===== src/logic/ocr_pkg.sv =====
`default_nettype none
package ocr_pkg;
  // register access addresses
  localparam logic [31:0] OCR_SEL0_ADDR = 32'h0000_01a6;
  localparam logic [31:0] OCR_SEL1_ADDR_DEFAULT = 32'h0000_01a7;
  // register width and reset value
  localparam int OCR_SEL_W = 16;
  localparam logic [15:0] OCR_SEL_RESET = 16'h0000;
  // field layout
  localparam int OCR_REQ_LSB = 0;
  localparam int OCR_REQ_MSB = 7;
  localparam int OCR_RSP_LSB = 8;
  localparam int OCR_RSP_MSB = 15;
  localparam int OCR_REQ_W = OCR_REQ_MSB - OCR_REQ_LSB + 1;
  localparam int OCR_RSP_W = OCR_RSP_MSB - OCR_RSP_LSB + 1;
  // request field bit positions
  localparam int OCR_REQ_DEMAND_DATA_BIT = 0;
  localparam int OCR_REQ_DEMAND_OWN_BIT = 1;
  localparam int OCR_REQ_DEMAND_CODE_BIT = 2;
  localparam int OCR_REQ_WRITEBACK_BIT = 3;
  localparam int OCR_REQ_PF_DATA_BIT = 4;
  localparam int OCR_REQ_PF_OWN_BIT = 5;
  localparam int OCR_REQ_PF_CODE_BIT = 6;
  localparam int OCR_REQ_MISC_BIT = 7;
  // response field bit positions
  localparam int OCR_RSP_NOSNOOP_BIT = 8;
  localparam int OCR_RSP_PEER_CLEAN_BIT = 9;
  localparam int OCR_RSP_PEER_MOD_BIT = 10;
  localparam int OCR_RSP_RESERVED_BIT = 11;
  localparam int OCR_RSP_FORWARD_BIT = 12;
  localparam int OCR_RSP_REMOTE_MEM_BIT = 13;
  localparam int OCR_RSP_LOCAL_MEM_BIT = 14;
  localparam int OCR_RSP_IO_HUB_BIT = 15;
  // response bits that take part in matching
  localparam logic [7:0] OCR_RSP_USABLE_MASK = 8'hf7;
  // request classes seen on the core request stream
  typedef enum logic [2:0] {
    OCR_REQ_DATA_READ,
    OCR_REQ_TABLE_READ,
    OCR_REQ_OWN_READ,
    OCR_REQ_CODE_READ,
    OCR_REQ_WRITEBACK,
    OCR_REQ_MISC
  } ocr_req_kind_e;
  // response classes returned by the outer subsystem
  typedef enum logic [2:0] {
    OCR_RSP_HIT_NOSNOOP,
    OCR_RSP_HIT_PEER_CLEAN,
    OCR_RSP_HIT_PEER_MOD,
    OCR_RSP_MISS_FORWARD,
    OCR_RSP_MISS_MEMORY,
    OCR_RSP_IO_HUB,
    OCR_RSP_UNCLASSED
  } ocr_rsp_kind_e;
endpackage : ocr_pkg
`default_nettype wire


===== src/logic/ocr_class_if.sv =====
`timescale 1ns/1ps
`default_nettype none
interface ocr_class_if;
  import ocr_pkg::*;
  logic [OCR_REQ_W-1:0] req_vec; // one-hot request class, register bit order
  logic [OCR_RSP_W-1:0] rsp_vec; // at most one response class set, bit 0 is register bit 8
  modport source (output req_vec, output rsp_vec);
  modport sink (input req_vec, input rsp_vec);
endinterface : ocr_class_if
`default_nettype wire


===== src/logic/ocr_classify.sv =====
`timescale 1ns/1ps
`default_nettype none
module ocr_classify
  import ocr_pkg::*;
(
  input wire ocr_req_kind_e req_kind,
  input wire logic from_l2_prefetch,
  input wire ocr_rsp_kind_e rsp_kind,
  input wire logic home_local,
  ocr_class_if.source cls
);
  // request decode, prefetcher origin splits data, ownership and code reads in two
  always_comb begin
    cls.req_vec = '0;
    unique case (req_kind)
      OCR_REQ_DATA_READ: begin
        if (from_l2_prefetch) begin
          cls.req_vec[OCR_REQ_PF_DATA_BIT] = 1'b1;
        end else begin
          cls.req_vec[OCR_REQ_DEMAND_DATA_BIT] = 1'b1;
        end
      end
      // table walks are never prefetches
      OCR_REQ_TABLE_READ: cls.req_vec[OCR_REQ_DEMAND_DATA_BIT] = 1'b1;
      OCR_REQ_OWN_READ: begin
        if (from_l2_prefetch) begin
          cls.req_vec[OCR_REQ_PF_OWN_BIT] = 1'b1;
        end else begin
          cls.req_vec[OCR_REQ_DEMAND_OWN_BIT] = 1'b1;
        end
      end
      OCR_REQ_CODE_READ: begin
        if (from_l2_prefetch) begin
          cls.req_vec[OCR_REQ_PF_CODE_BIT] = 1'b1;
        end else begin
          cls.req_vec[OCR_REQ_DEMAND_CODE_BIT] = 1'b1;
        end
      end
      OCR_REQ_WRITEBACK: cls.req_vec[OCR_REQ_WRITEBACK_BIT] = 1'b1;
      OCR_REQ_MISC: cls.req_vec[OCR_REQ_MISC_BIT] = 1'b1;
      default: cls.req_vec = '0; // undefined code qualifies nothing
    endcase
  end

  // response decode, home location splits misses
  always_comb begin
    cls.rsp_vec = '0;
    unique case (rsp_kind)
      OCR_RSP_HIT_NOSNOOP: cls.rsp_vec[OCR_RSP_NOSNOOP_BIT-OCR_RSP_LSB] = 1'b1;
      OCR_RSP_HIT_PEER_CLEAN: cls.rsp_vec[OCR_RSP_PEER_CLEAN_BIT-OCR_RSP_LSB] = 1'b1;
      OCR_RSP_HIT_PEER_MOD: cls.rsp_vec[OCR_RSP_PEER_MOD_BIT-OCR_RSP_LSB] = 1'b1;
      OCR_RSP_MISS_FORWARD: begin
        // remotely homed forwards fall in no class
        cls.rsp_vec[OCR_RSP_FORWARD_BIT-OCR_RSP_LSB] = home_local;
      end
      OCR_RSP_MISS_MEMORY: begin
        cls.rsp_vec[OCR_RSP_LOCAL_MEM_BIT-OCR_RSP_LSB] = home_local;
        cls.rsp_vec[OCR_RSP_REMOTE_MEM_BIT-OCR_RSP_LSB] = !home_local;
      end
      OCR_RSP_IO_HUB: cls.rsp_vec[OCR_RSP_IO_HUB_BIT-OCR_RSP_LSB] = 1'b1;
      OCR_RSP_UNCLASSED: cls.rsp_vec = '0;
      default: cls.rsp_vec = '0; // undefined code qualifies nothing
    endcase
  end
endmodule : ocr_classify
`default_nettype wire


===== src/logic/ocr_event_filter.sv =====
`timescale 1ns/1ps
`default_nettype none
module ocr_event_filter
  import ocr_pkg::*;
#(
  parameter int NUM_SEL = 2,
  parameter int ADDR_W = 32,
  parameter logic [31:0] SEL1_ADDR = OCR_SEL1_ADDR_DEFAULT
) (
  input wire logic clock,
  input wire logic resetn,
  input wire logic reg_wr_en,
  input wire logic reg_rd_en,
  input wire logic [ADDR_W-1:0] reg_addr,
  input wire logic [OCR_SEL_W-1:0] reg_wdata,
  output logic [OCR_SEL_W-1:0] reg_rdata,
  output logic reg_rd_valid,
  output logic reg_fault,
  input wire logic txn_valid,
  input wire ocr_req_kind_e txn_req_kind,
  input wire logic txn_from_l2_prefetch,
  input wire ocr_rsp_kind_e txn_rsp_kind,
  input wire logic txn_home_local,
  output logic [NUM_SEL-1:0] offcore_event
);
  // elaboration guards: two select registers, address must hold both
  if (NUM_SEL != 2) begin : g_bad_num
    $error("ocr_event_filter: NUM_SEL must be 2");
  end
  if (ADDR_W < 9 || ADDR_W > 32) begin : g_bad_addr
    $error("ocr_event_filter: ADDR_W must be 9 to 32");
  end

  // select register storage, one word per counter
  logic [OCR_SEL_W-1:0] sel_reg [NUM_SEL];
  // address decode per register
  logic [NUM_SEL-1:0] addr_hit;
  // raw match per register, before the output flop
  logic [NUM_SEL-1:0] match;
  // decoded class vectors from the classifier
  ocr_class_if cls ();
  // read data mux result
  logic [OCR_SEL_W-1:0] rd_mux;

  // decode of the transaction kinds into one-hot classes
  ocr_classify u_classify (
    .req_kind(txn_req_kind),
    .from_l2_prefetch(txn_from_l2_prefetch),
    .rsp_kind(txn_rsp_kind),
    .home_local(txn_home_local),
    .cls(cls.source)
  );

  // register addresses, full width compare
  assign addr_hit[0] = (reg_addr == OCR_SEL0_ADDR[ADDR_W-1:0]);
  assign addr_hit[1] = (reg_addr == SEL1_ADDR[ADDR_W-1:0]);

  // per register storage and qualification
  for (genvar i = 0; i < NUM_SEL; i++) begin : g_sel
    // software write; reserved bit kept as written but never used
    always_ff @(posedge clock or negedge resetn) begin
      if (!resetn) begin
        sel_reg[i] <= OCR_SEL_RESET;
      end else if (reg_wr_en && addr_hit[i]) begin
        sel_reg[i] <= reg_wdata;
      end
    end

    // both halves must agree; bit11 masked so it cannot qualify
    assign match[i] = txn_valid
      && |(cls.req_vec & sel_reg[i][OCR_REQ_MSB:OCR_REQ_LSB])
      && |(cls.rsp_vec & sel_reg[i][OCR_RSP_MSB:OCR_RSP_LSB]
           & OCR_RSP_USABLE_MASK);

    // one registered pulse per qualifying transaction
    always_ff @(posedge clock or negedge resetn) begin
      if (!resetn) begin
        offcore_event[i] <= 1'b0;
      end else begin
        offcore_event[i] <= match[i];
      end
    end
  end

  // read data select, zero when unmapped
  always_comb begin
    rd_mux = '0;
    for (int j = 0; j < NUM_SEL; j++) begin
      if (addr_hit[j]) begin
        rd_mux = sel_reg[j];
      end
    end
  end

  // read answer one cycle after the request
  always_ff @(posedge clock or negedge resetn) begin
    if (!resetn) begin
      reg_rdata <= '0;
      reg_rd_valid <= 1'b0;
    end else begin
      reg_rd_valid <= reg_rd_en;
      // hold last data between reads so software sees a stable value
      if (reg_rd_en) begin
        reg_rdata <= rd_mux;
      end
    end
  end

  // unmapped access flag, pulse for one cycle, write dropped
  always_ff @(posedge clock or negedge resetn) begin
    if (!resetn) begin
      reg_fault <= 1'b0;
    end else begin
      reg_fault <= (reg_wr_en || reg_rd_en) && !(|addr_hit);
    end
  end

  // checks on the class decode
  chk_req_demand_data: assert property (@(posedge clock) disable iff (!resetn)
    ((txn_req_kind == OCR_REQ_TABLE_READ) ||
     (txn_req_kind == OCR_REQ_DATA_READ && !txn_from_l2_prefetch))
    |-> cls.req_vec[OCR_REQ_DEMAND_DATA_BIT] && !cls.req_vec[OCR_REQ_PF_DATA_BIT])
    else $error("demand data read not decoded to bit 0");

  chk_req_demand_own: assert property (@(posedge clock) disable iff (!resetn)
    cls.req_vec[OCR_REQ_DEMAND_OWN_BIT]
    == (txn_req_kind == OCR_REQ_OWN_READ && !txn_from_l2_prefetch))
    else $error("demand ownership read decode wrong");

  chk_req_demand_code: assert property (@(posedge clock) disable iff (!resetn)
    cls.req_vec[OCR_REQ_DEMAND_CODE_BIT]
    == (txn_req_kind == OCR_REQ_CODE_READ && !txn_from_l2_prefetch))
    else $error("demand code read decode wrong");

  chk_req_writeback: assert property (@(posedge clock) disable iff (!resetn)
    cls.req_vec[OCR_REQ_WRITEBACK_BIT] == (txn_req_kind == OCR_REQ_WRITEBACK))
    else $error("writeback decode wrong");

  chk_req_prefetch: assert property (@(posedge clock) disable iff (!resetn)
    txn_from_l2_prefetch && (txn_req_kind == OCR_REQ_DATA_READ)
    |-> cls.req_vec[OCR_REQ_PF_DATA_BIT] && $onehot(cls.req_vec))
    else $error("prefetcher data read decode wrong");

  chk_req_pf_own: assert property (@(posedge clock) disable iff (!resetn)
    cls.req_vec[OCR_REQ_PF_OWN_BIT]
    == (txn_req_kind == OCR_REQ_OWN_READ && txn_from_l2_prefetch))
    else $error("prefetcher ownership read decode wrong");

  chk_req_pf_code: assert property (@(posedge clock) disable iff (!resetn)
    cls.req_vec[OCR_REQ_PF_CODE_BIT]
    == (txn_req_kind == OCR_REQ_CODE_READ && txn_from_l2_prefetch))
    else $error("prefetcher code read decode wrong");

  chk_req_misc: assert property (@(posedge clock) disable iff (!resetn)
    cls.req_vec[OCR_REQ_MISC_BIT] == (txn_req_kind == OCR_REQ_MISC))
    else $error("miscellaneous decode wrong");

  chk_rsp_hits: assert property (@(posedge clock) disable iff (!resetn)
    (cls.rsp_vec[OCR_RSP_NOSNOOP_BIT-OCR_RSP_LSB] == (txn_rsp_kind == OCR_RSP_HIT_NOSNOOP))
    && (cls.rsp_vec[OCR_RSP_PEER_CLEAN_BIT-OCR_RSP_LSB]
        == (txn_rsp_kind == OCR_RSP_HIT_PEER_CLEAN))
    && (cls.rsp_vec[OCR_RSP_PEER_MOD_BIT-OCR_RSP_LSB]
        == (txn_rsp_kind == OCR_RSP_HIT_PEER_MOD)))
    else $error("outer hit response decode wrong");

  chk_rsp_forward: assert property (@(posedge clock) disable iff (!resetn)
    cls.rsp_vec[OCR_RSP_FORWARD_BIT-OCR_RSP_LSB]
    == (txn_rsp_kind == OCR_RSP_MISS_FORWARD && txn_home_local))
    else $error("forwarded miss decode wrong");

  chk_rsp_memory: assert property (@(posedge clock) disable iff (!resetn)
    (txn_rsp_kind == OCR_RSP_MISS_MEMORY)
    |-> (cls.rsp_vec[OCR_RSP_LOCAL_MEM_BIT-OCR_RSP_LSB] == txn_home_local)
        && (cls.rsp_vec[OCR_RSP_REMOTE_MEM_BIT-OCR_RSP_LSB] == !txn_home_local))
    else $error("memory miss decode wrong");

  chk_rsp_io_hub: assert property (@(posedge clock) disable iff (!resetn)
    cls.rsp_vec[OCR_RSP_IO_HUB_BIT-OCR_RSP_LSB] == (txn_rsp_kind == OCR_RSP_IO_HUB))
    else $error("hub response decode wrong");

  chk_rsp_reserved: assert property (@(posedge clock) disable iff (!resetn)
    !cls.rsp_vec[OCR_RSP_RESERVED_BIT-OCR_RSP_LSB])
    else $error("reserved response class decoded");

  // checks on the event outputs, tied to the register contents
  chk_event_both_match: assert property (@(posedge clock) disable iff (!resetn)
    offcore_event[0] |->
      $past(txn_valid)
      && |($past(cls.req_vec) & $past(sel_reg[0][OCR_REQ_MSB:OCR_REQ_LSB]))
      && |($past(cls.rsp_vec) & $past(sel_reg[0][OCR_RSP_MSB:OCR_RSP_LSB])
           & OCR_RSP_USABLE_MASK))
    else $error("event 0 without a request and response match");

  chk_event_no_miss: assert property (@(posedge clock) disable iff (!resetn)
    txn_valid && |(cls.req_vec & sel_reg[1][OCR_REQ_MSB:OCR_REQ_LSB])
    && |(cls.rsp_vec & sel_reg[1][OCR_RSP_MSB:OCR_RSP_LSB] & OCR_RSP_USABLE_MASK)
    |=> offcore_event[1])
    else $error("qualifying transaction lost on event 1");

  chk_event_idle: assert property (@(posedge clock) disable iff (!resetn)
    !txn_valid |=> offcore_event == '0)
    else $error("event without a transaction");

  chk_reserved_only: assert property (@(posedge clock) disable iff (!resetn)
    (sel_reg[0][OCR_RSP_MSB:OCR_RSP_LSB] == 8'h08) |=> !offcore_event[0])
    else $error("reserved response bit qualified an event");

  chk_sel_write: assert property (@(posedge clock) disable iff (!resetn)
    reg_wr_en && addr_hit[0] |=> sel_reg[0] == $past(reg_wdata))
    else $error("select 0 write not stored");

  chk_read_back: assert property (@(posedge clock) disable iff (!resetn)
    reg_rd_en && addr_hit[1] && !reg_wr_en |=> reg_rd_valid && (reg_rdata == sel_reg[1]))
    else $error("select 1 read data wrong");

  chk_unmapped_fault: assert property (@(posedge clock) disable iff (!resetn)
    reg_rd_en && !(|addr_hit) |=> reg_fault && reg_rdata == '0 ##1 !reg_fault [*2])
    else $error("unmapped read not answered");

  // select 1 mirrors of the event checks, so a broken lane cannot hide
  chk_event_match_1: assert property (@(posedge clock) disable iff (!resetn)
    offcore_event[1] |->
      $past(txn_valid)
      && |($past(cls.req_vec) & $past(sel_reg[1][OCR_REQ_MSB:OCR_REQ_LSB]))
      && |($past(cls.rsp_vec) & $past(sel_reg[1][OCR_RSP_MSB:OCR_RSP_LSB])
           & OCR_RSP_USABLE_MASK))
    else $error("event 1 without a request and response match");

  // a qualifying transaction on select 0 must not be dropped
  chk_event_keep_0: assert property (@(posedge clock) disable iff (!resetn)
    txn_valid && |(cls.req_vec & sel_reg[0][OCR_REQ_MSB:OCR_REQ_LSB])
    && |(cls.rsp_vec & sel_reg[0][OCR_RSP_MSB:OCR_RSP_LSB] & OCR_RSP_USABLE_MASK)
    |=> offcore_event[0])
    else $error("qualifying transaction lost on event 0");

  // bit 11 alone on select 1 must stay silent too
  chk_reserved_only_1: assert property (@(posedge clock) disable iff (!resetn)
    (sel_reg[1][OCR_RSP_MSB:OCR_RSP_LSB] == 8'h08) |=> !offcore_event[1])
    else $error("reserved response bit qualified event 1");

  // select 1 takes a mapped write whole
  chk_sel1_write: assert property (@(posedge clock) disable iff (!resetn)
    reg_wr_en && addr_hit[1] |=> sel_reg[1] == $past(reg_wdata))
    else $error("select 1 write not stored");

  // select 0 reads back what it holds
  chk_read_back_0: assert property (@(posedge clock) disable iff (!resetn)
    reg_rd_en && addr_hit[0] && !reg_wr_en |=> reg_rd_valid && (reg_rdata == sel_reg[0]))
    else $error("select 0 read data wrong");

  // read and write together: the read sees the old word
  chk_read_old_value: assert property (@(posedge clock) disable iff (!resetn)
    reg_rd_en && reg_wr_en && addr_hit[0] |=> reg_rdata == $past(sel_reg[0]))
    else $error("same cycle read did not return old value");

  // read valid is exactly one cycle per strobe
  chk_rd_valid_pulse: assert property (@(posedge clock) disable iff (!resetn)
    reg_rd_valid == $past(reg_rd_en))
    else $error("read valid not one cycle after strobe");

  // read data holds between reads; software may sample late
  chk_rdata_hold: assert property (@(posedge clock) disable iff (!resetn)
    !reg_rd_en |=> $stable(reg_rdata))
    else $error("read data moved without a read");

  // unmapped write is dropped and flagged
  chk_unmapped_write: assert property (@(posedge clock) disable iff (!resetn)
    reg_wr_en && !(|addr_hit)
    |=> reg_fault && $stable(sel_reg[0]) && $stable(sel_reg[1]))
    else $error("unmapped write not dropped");

  // mapped accesses never raise the fault flag
  chk_mapped_no_fault: assert property (@(posedge clock) disable iff (!resetn)
    (reg_wr_en || reg_rd_en) && (|addr_hit) |=> !reg_fault)
    else $error("fault on a mapped access");

  // selects change only through a write
  chk_sel_hold: assert property (@(posedge clock) disable iff (!resetn)
    !reg_wr_en |=> $stable(sel_reg[0]) && $stable(sel_reg[1]))
    else $error("select changed without a write");

  // every defined request kind lands in exactly one class
  chk_req_onehot: assert property (@(posedge clock) disable iff (!resetn)
    (txn_req_kind inside {[OCR_REQ_DATA_READ:OCR_REQ_MISC]}) |-> $onehot(cls.req_vec))
    else $error("request kind not one-hot");

  // table walks count as demand data even when flagged prefetch
  chk_req_table: assert property (@(posedge clock) disable iff (!resetn)
    (txn_req_kind == OCR_REQ_TABLE_READ)
    |-> cls.req_vec[OCR_REQ_DEMAND_DATA_BIT] && $onehot(cls.req_vec))
    else $error("table read decode wrong");

  // at most one response class per transaction
  chk_rsp_onehot0: assert property (@(posedge clock) disable iff (!resetn)
    $onehot0(cls.rsp_vec))
    else $error("more than one response class");

  // replies outside the table qualify nothing
  chk_rsp_unclassed: assert property (@(posedge clock) disable iff (!resetn)
    (txn_rsp_kind == OCR_RSP_UNCLASSED) |-> cls.rsp_vec == '0)
    else $error("unclassed reply decoded");

  // main scenarios
  cov_event_demand: cover property (@(posedge clock) disable iff (!resetn)
    txn_valid && cls.req_vec[OCR_REQ_DEMAND_DATA_BIT] ##1 offcore_event[0]);
  cov_event_both: cover property (@(posedge clock) disable iff (!resetn)
    offcore_event == 2'b11);
  cov_write_then_event: cover property (@(posedge clock) disable iff (!resetn)
    reg_wr_en && addr_hit[1] ##[1:20] offcore_event[1]);
  cov_fault: cover property (@(posedge clock) disable iff (!resetn)
    reg_fault);
  // reserved-only select seeing traffic
  cov_reserved_quiet: cover property (@(posedge clock) disable iff (!resetn)
    txn_valid && (sel_reg[0][OCR_RSP_MSB:OCR_RSP_LSB] == 8'h08));
endmodule : ocr_event_filter
`default_nettype wire


===== config.mk =====
export PLATFORM = sky130hd
export DESIGN_NAME = ocr_event_filter
export DESIGN_NICKNAME = d
export VERILOG_FILES = /design/src/logic/ocr_pkg.sv /design/src/logic/ocr_class_if.sv /design/src/logic/ocr_classify.sv /design/src/logic/ocr_event_filter.sv
export SDC_FILE = /design/constraint.sdc
export NUM_CORES = 1
export LEC_CHECK = 0
export CAP_MARGIN = 20
export CORE_AREA = 4 4 101 103
export CTS_CLUSTER_DIAMETER = 50
export CTS_CLUSTER_SIZE = 28
export DETAILED_ROUTE_END_ITERATION = 8
export DIE_AREA = 0 0 105 107
export DONT_BUFFER_PORTS = 1
export PLACE_DENSITY_LB_ADDON = 0.15
export SYNTH_ARGS = -nofsm -noshare
export SYNTH_HDL_FRONTEND = slang
export SYNTH_SLANG_ARGS = --single-unit

===== constraint.sdc =====
create_clock -name clock -period 3.1 [get_ports clock]
set_input_delay 0.31 -clock clock [delete_from_list [all_inputs] [get_ports clock]]
set_output_delay 0.31 -clock clock [all_outputs]
set_load 0.03 [all_outputs]

==> results.toml, run 1 <==
[synth]
ys_types = 37
synth.area.top_cells = "dfrtp_1 (47%), mux2_2 (13%), mux2_4 (11%), mux2i_1 (6.6%), nor4_4 (3.9%)"
seq_area_frac_synth_pct = 47.3
synthTopCellsByCount = "dfrtp_1 (52), mux2_2 (32), mux2_4 (20)"
synthesis.area_mm2 = 0.00275
postSynthCellCount = 197
synth.avg_cell_area_um2 = 14.0
synth_top_area_share_pct = 47.3
synth_top_cell_by_area = "dfrtp_1"
async_reset_ff_share_pct = 100
synth-edff-count = 0
synth_ff_type = "dfrtp_1"
ys_warn_count = 0
syn_nets = 258
synth-seq-cells = 52
yosysMostFrequentCell = "dfrtp_1"

[routing]
drtIter0Drc = 44
via_per_inst = 5.25
ant_nets = 0
wl_per_cell_um = 21.1
num_vias = 1639
drc = 0
drt_wl_total_um = 6580
first_pass_iters = 4

[grt]
use_met1_pct = 14.7
grt_max_degree = 53
use_met2_pct = 20.2
grt_use_met3_pct = 4.46
grt_overflow = 0
grt_pass1_wl_um = 10400
grt_util_all_layers_pct = 12.0
busiest_layer = "met2"
antenna_found_initial = 0
grt_pass1_vias = 1782

[floorplanning]
dieArea_mm2 = 0.0112
core_area_mm2 = 0.00920
chipHeight_um = 107
fp.dieW_um = 105
pin_count = 81
start_util_pct = 29.9
rows = 35

[clocking]
clk_latency_ps = 300
cts_max_path_buffers = 2
cts.sinks = 52
tritoncts = "done"
clk_transition_reported_paths_ps = 100
cts_max_level = 2
numCtsBuffers = 5
post_cts_resized = 0
cts.root.buffer_cell = "clkbuf_8"

[sta]
slew_viol_final = 0
max_freq_ghz = 0.584
setup-tns-final_ps = 0
rsz0062_at_grt = "no"
period_minus_slack_ps = 1710
min_period_over_period_pct = 55.2
final_hold_viol_count = 0
tightest_slew_ps = 464
setup_viol = 0
relSlewSlack_pct = 68.2
fin_skew_ps = 3.40
worst_slack_ps = 1390

[finish]
diodes = 0
post-route-util_pct = 32.8
final_layout_size_suffix_gt1_share_pct = 38.8
largest_reg_flops = 32
synthToLayoutAreaGrowth_pct = 9.69
nets = 261
stdcell_area_mm2 = 0.00302

[placed_design]
post_dp_cell_area_mm2 = 0.00287
dpl.hpwl_um = 4890
io_buffers = 0
gp_congestion = 0.723
place_ws_ps = 1040

[setup_path]
critPathKind = "flip-flop to flip-flop"
cp.required_ps = 3300
r2r_cells = 4
endpoint_kind = "flip-flop"
arrival_ps = 1910
critPathLaunchType = "flip-flop"
crit_path_max_fanout = 3

[power]
power_density_mw_per_mm2 = 397
p_leak_nw = 1.34
ir_drop_uv = 172

[hold_path]
whs_path_depth = 0
worstHoldPathType = "primary input to flip-flop"

[run_status]
status = "complete, no violations"

[run]
cap_violations = 0
==> cell families (layout without fill, tap and decap cells) <==
| family | after synthesis | after routing | share of synthesized area, % |
|---|---|---|---|
| buffers and inverters | 16 | 20 | 2.82 |
| AND/OR/NAND/NOR | 43 | 43 | 14.2 |
| AO/OA/AOI/OAI | 15 | 15 | 4.23 |
| flip-flops | 52 | 52 | 47.3 |
| multiplexers | 71 | 71 | 31.4 |
==> routing by layer <==
layer | wire (µm) | vias to the layer above
met4 | 42 | 0
li1 | - | 745
met1 | 2670 | 819
met3 | 558 | 6
met2 | 3300 | 69
met5 | 0 | -
==> cells in the final DEF, fill, tap and decap left out, types with 3 or more instances in the layout <==
cell type   n
inv_1       5
mux2_2     32
mux2i_1    18
clkbuf_8    5
mux2_4     20
nor3b_1     3
nand3b_1    4
nor4_4      5
buf_4       5
nor2b_1     3
dfrtp_1    52
nor3_1     16
==> critical path: stages, from the launching register on <==
cell       delay (ps)
dfrtp_1           420
mux2_2            270
a22o_1            180
a2111oi_0         490
and4b_1           250
==> report_power, final <==
group          internal, W  switching [W]  total (W)
Clock             0.000239       0.000233   0.000472
Combinational    0.0000229      0.0000191  0.0000421
Sequential        0.000679     0.00000348   0.000683
Total             0.000941       0.000255    0.00120
==> what timing repair did <==
| item | CTS | global route |
|---|---|---|
| hold buffers | 2 | 0 |
| hold endpoints to repair | 52 | 0 |
| buffers inserted | 0 | 0 |
==> final timing paths <==
path / from / to / slack (ps)
worst min register to register: sel_reg[11]$_DFFE_PN0P_ / sel_reg[11]$_DFFE_PN0P_ / 520
worst max-delay path: sel_reg[6]$_DFFE_PN0P_ / offcore_event[1]$_DFF_PN0_ / 1390
max in group asynchronous: resetn / sel_reg[14]$_DFFE_PN0P_ / 2330
worst max register to register: sel_reg[6]$_DFFE_PN0P_ / offcore_event[1]$_DFF_PN0_ / 1390
min in group asynchronous: resetn / sel_reg[6]$_DFFE_PN0P_ / 540
worst min-delay path: reg_rd_en / reg_rd_valid$_DFF_PN0_ / 30
==> layout make-up <==
type / count / area, µm²
Clock buffer: 5 / 68.8
Clock inverter: 3 / 42.5
Fill cell: 924 / 6180
Inverter: 5 / 18.8
Multi-Input combinational cell: 129 / 1370
Sequential cell: 52 / 1300
Tap cell: 111 / 139
Timing Repair Buffer: 7 / 75.1
==> metrics by stage <==
stage / total power [W] / cells / hold WS [ps]
after floorplan: 0.000732 / 197 / 14.4
after global placement: 0.000720 / 302 / 15.6
after detailed placement: 0.000720 / 302 / 15.7
after CTS: 0.00122 / 312 / 15.0
after global routing: 0.00125 / 312 / 7.34
final: 0.00120 / 312 / 25.2
No activity file was read; power rests on OpenSTA's default activity.
==> run 2: changes to the inputs <==
==> constraint.sdc (replaced) <==
create_clock -name clock -period 1.5 [get_ports clock]
set_input_delay 0.15 -clock clock [delete_from_list [all_inputs] [get_ports clock]]
set_output_delay 0.15 -clock clock [all_outputs]
set_load 0.03 [all_outputs]
==> run 2 against run 1 <==
  * Register-to-register slack got worse by 1400 ps
  * Largest cell class unchanged
  * Clock skew up 4.1 ps
  * Fmax grew 14%
  * Sequential share of layout area fell by 3.4 points
  * Die area unchanged
  * Clock power is 84% higher
  * Utilization up 2.8 points
  * Flip-flop and latch count unchanged
  * Critical path type unchanged
  * Cell area increased by 8.6%
  * Final cell count increased by 6.7%
  * Total power up 100%
  * The run now ends with setup timing left
==> results.toml, run 2 (synthesis results as in run 1) <==
[setup_path]
endpoint_kind = "flip-flop"
arrival_ps = 1700
cp-endpoint = "offcore_event[1]$_DFF_PN0_"
r2r-start = "sel_reg[2]$_DFFE_PN0P_"
cp.required_ps = 1700
critPathLaunchType = "flip-flop"
crit_path_max_fanout = 2
critPathLaunch = "sel_reg[2]$_DFFE_PN0P_"
reg2reg_slack_ps = -2
r2r_cells = 4
worstReg2RegEnd = "offcore_event[1]$_DFF_PN0_"
critPathKind = "flip-flop to flip-flop"

[sta]
setup_viol = 1
setup-tns-final_ps = -2.50
rsz0062_at_grt = "yes"
max_freq_ghz = 0.666
fin_skew_ps = 7.46
worst_slack_ps = -2.50
period_minus_slack_ps = 1500
final_hold_viol_count = 0
relSlewSlack_pct = 66.0
slew_viol_final = 0
min_period_over_period_pct = 100
tightest_slew_ps = 508

[clocking]
clk_transition_reported_paths_ps = 100
cts_setup_buffers = 0
clk_latency_ps = 300
tritoncts = "done"
cts_max_path_buffers = 2
cts_max_level = 2
cts.sinks = 52
numCtsBuffers = 5
cts.root.buffer_cell = "clkbuf_8"

[grt]
grt_util_all_layers_pct = 12.4
antenna_found_initial = 0
grt_pass1_wl_um = 11000
grt_overflow = 0
grt_max_degree = 53
grt_pass1_vias = 1981

[floorplanning]
chipHeight_um = 107
start_util_pct = 29.9
fp.dieW_um = 105
pin_count = 81
dieArea_mm2 = 0.0112
rows = 35
core_area_mm2 = 0.00920

[hold_path]
hp-start = "txn_valid"
worstHoldPathType = "primary input to flip-flop"

[routing]
first_pass_iters = 2
drtIter0Drc = 18
via_per_inst = 5.22
drt_wl_total_um = 6650
num_vias = 1737
wl_per_cell_um = 20.0
drc = 0
ant_nets = 0

[finish]
nets = 283
fill_cells = 906
largest_reg_flops = 32
synthToLayoutAreaGrowth_pct = 19.1
multi_input_comb_area_mm2 = 0.00140
seq_area_mm2 = 0.00130
final_layout_size_suffix_gt1_share_pct = 35.6
diodes = 0
mostFrequentLayoutCells = "dfrtp_1 (52), mux2_2 (31), dlygate4sd3_1 (22)"
final_common_cell = "dfrtp_1"

[placed_design]
dpl.hpwl_um = 4760
io_buffers = 0
gp_congestion = 0.711

[power]
power_w = 0.00243
power_density_mw_per_mm2 = 741
ir_drop_uv = 298
p_leak_nw = 1.44

[run]
cap_violations = 0

[run_status]
violations = "setup timing"
status = "finished with violations"
run 2: power by group:
| part | switching, W | internal, W | total [W] |
|---|---|---|---|
| Clock | 0.000456 | 0.000412 | 0.000868 |
| Sequential | 0.00000739 | 0.00140 | 0.00141 |
| Combinational | 0.0000637 | 0.0000863 | 0.000150 |
| Total | 0.000527 | 0.00190 | 0.00243 |
run 2: how the worst min path moves through the flow:
stage                                       endpoint  slack (ps)  cells after the start
after floorplan           offcore_event[0]$_DFF_PN0_        -150                      0
after detailed placement    reg_rdata[8]$_DFFE_PN0P_        -140                      0
final                     offcore_event[1]$_DFF_PN0_          60                      1
after CTS                 offcore_event[1]$_DFF_PN0_          50                      1
after global placement     reg_rdata[10]$_DFFE_PN0P_        -140                      0
after global routing      offcore_event[1]$_DFF_PN0_          40                      1
run 2: critical path, cell delays in order (launching register included):
cell and delay [ps]:
dfrtp_1 390, mux2_4 270, a22o_1 210, a2111oi_4 300, and4b_1 230
run 2: per-stage QoR:
stage,hold slack [ps],utilization [%],cell area (µm²),instances,setup slack [ps]
floorplan,-146,-,2760,197,-247
global placement,-144,31.6,2910,303,-131
detailed placement,-144,31.6,2910,303,-131
CTS,51.6,35.4,3260,333,1.45
global route,38.8,35.6,3280,333,-42.1
finish,60.5,35.6,3280,333,-2.50
run 2: metal layers:
metal	GRT usage (%)	share of wire, %	wire length [µm]	vias up
met5	0	0	0	-
met4	4.40	2.5	165	0
met3	4.33	7.6	502	13
met2	20.0	47	3150	69
met1	15.3	43	2830	859
li1	-	-	-	796
run 2: final cells by class:
class	count	area share, %
Sequential cell	52	39.7
Tap cell	111	4.24
Multi-Input combinational cell	129	42.8
Inverter	5	0.573
Timing Repair Buffer	29	9.70
Clock buffer	7	2.94
run 2: what timing repair did:
item | 4_1_cts | 5_1_grt
endpoints found under the hold margin | 96 | 0
resized for setup | 2 | 2
hold buffers | 23 | 0
pin swaps | 1 | 0
endpoints found under the setup margin | 1 | 1
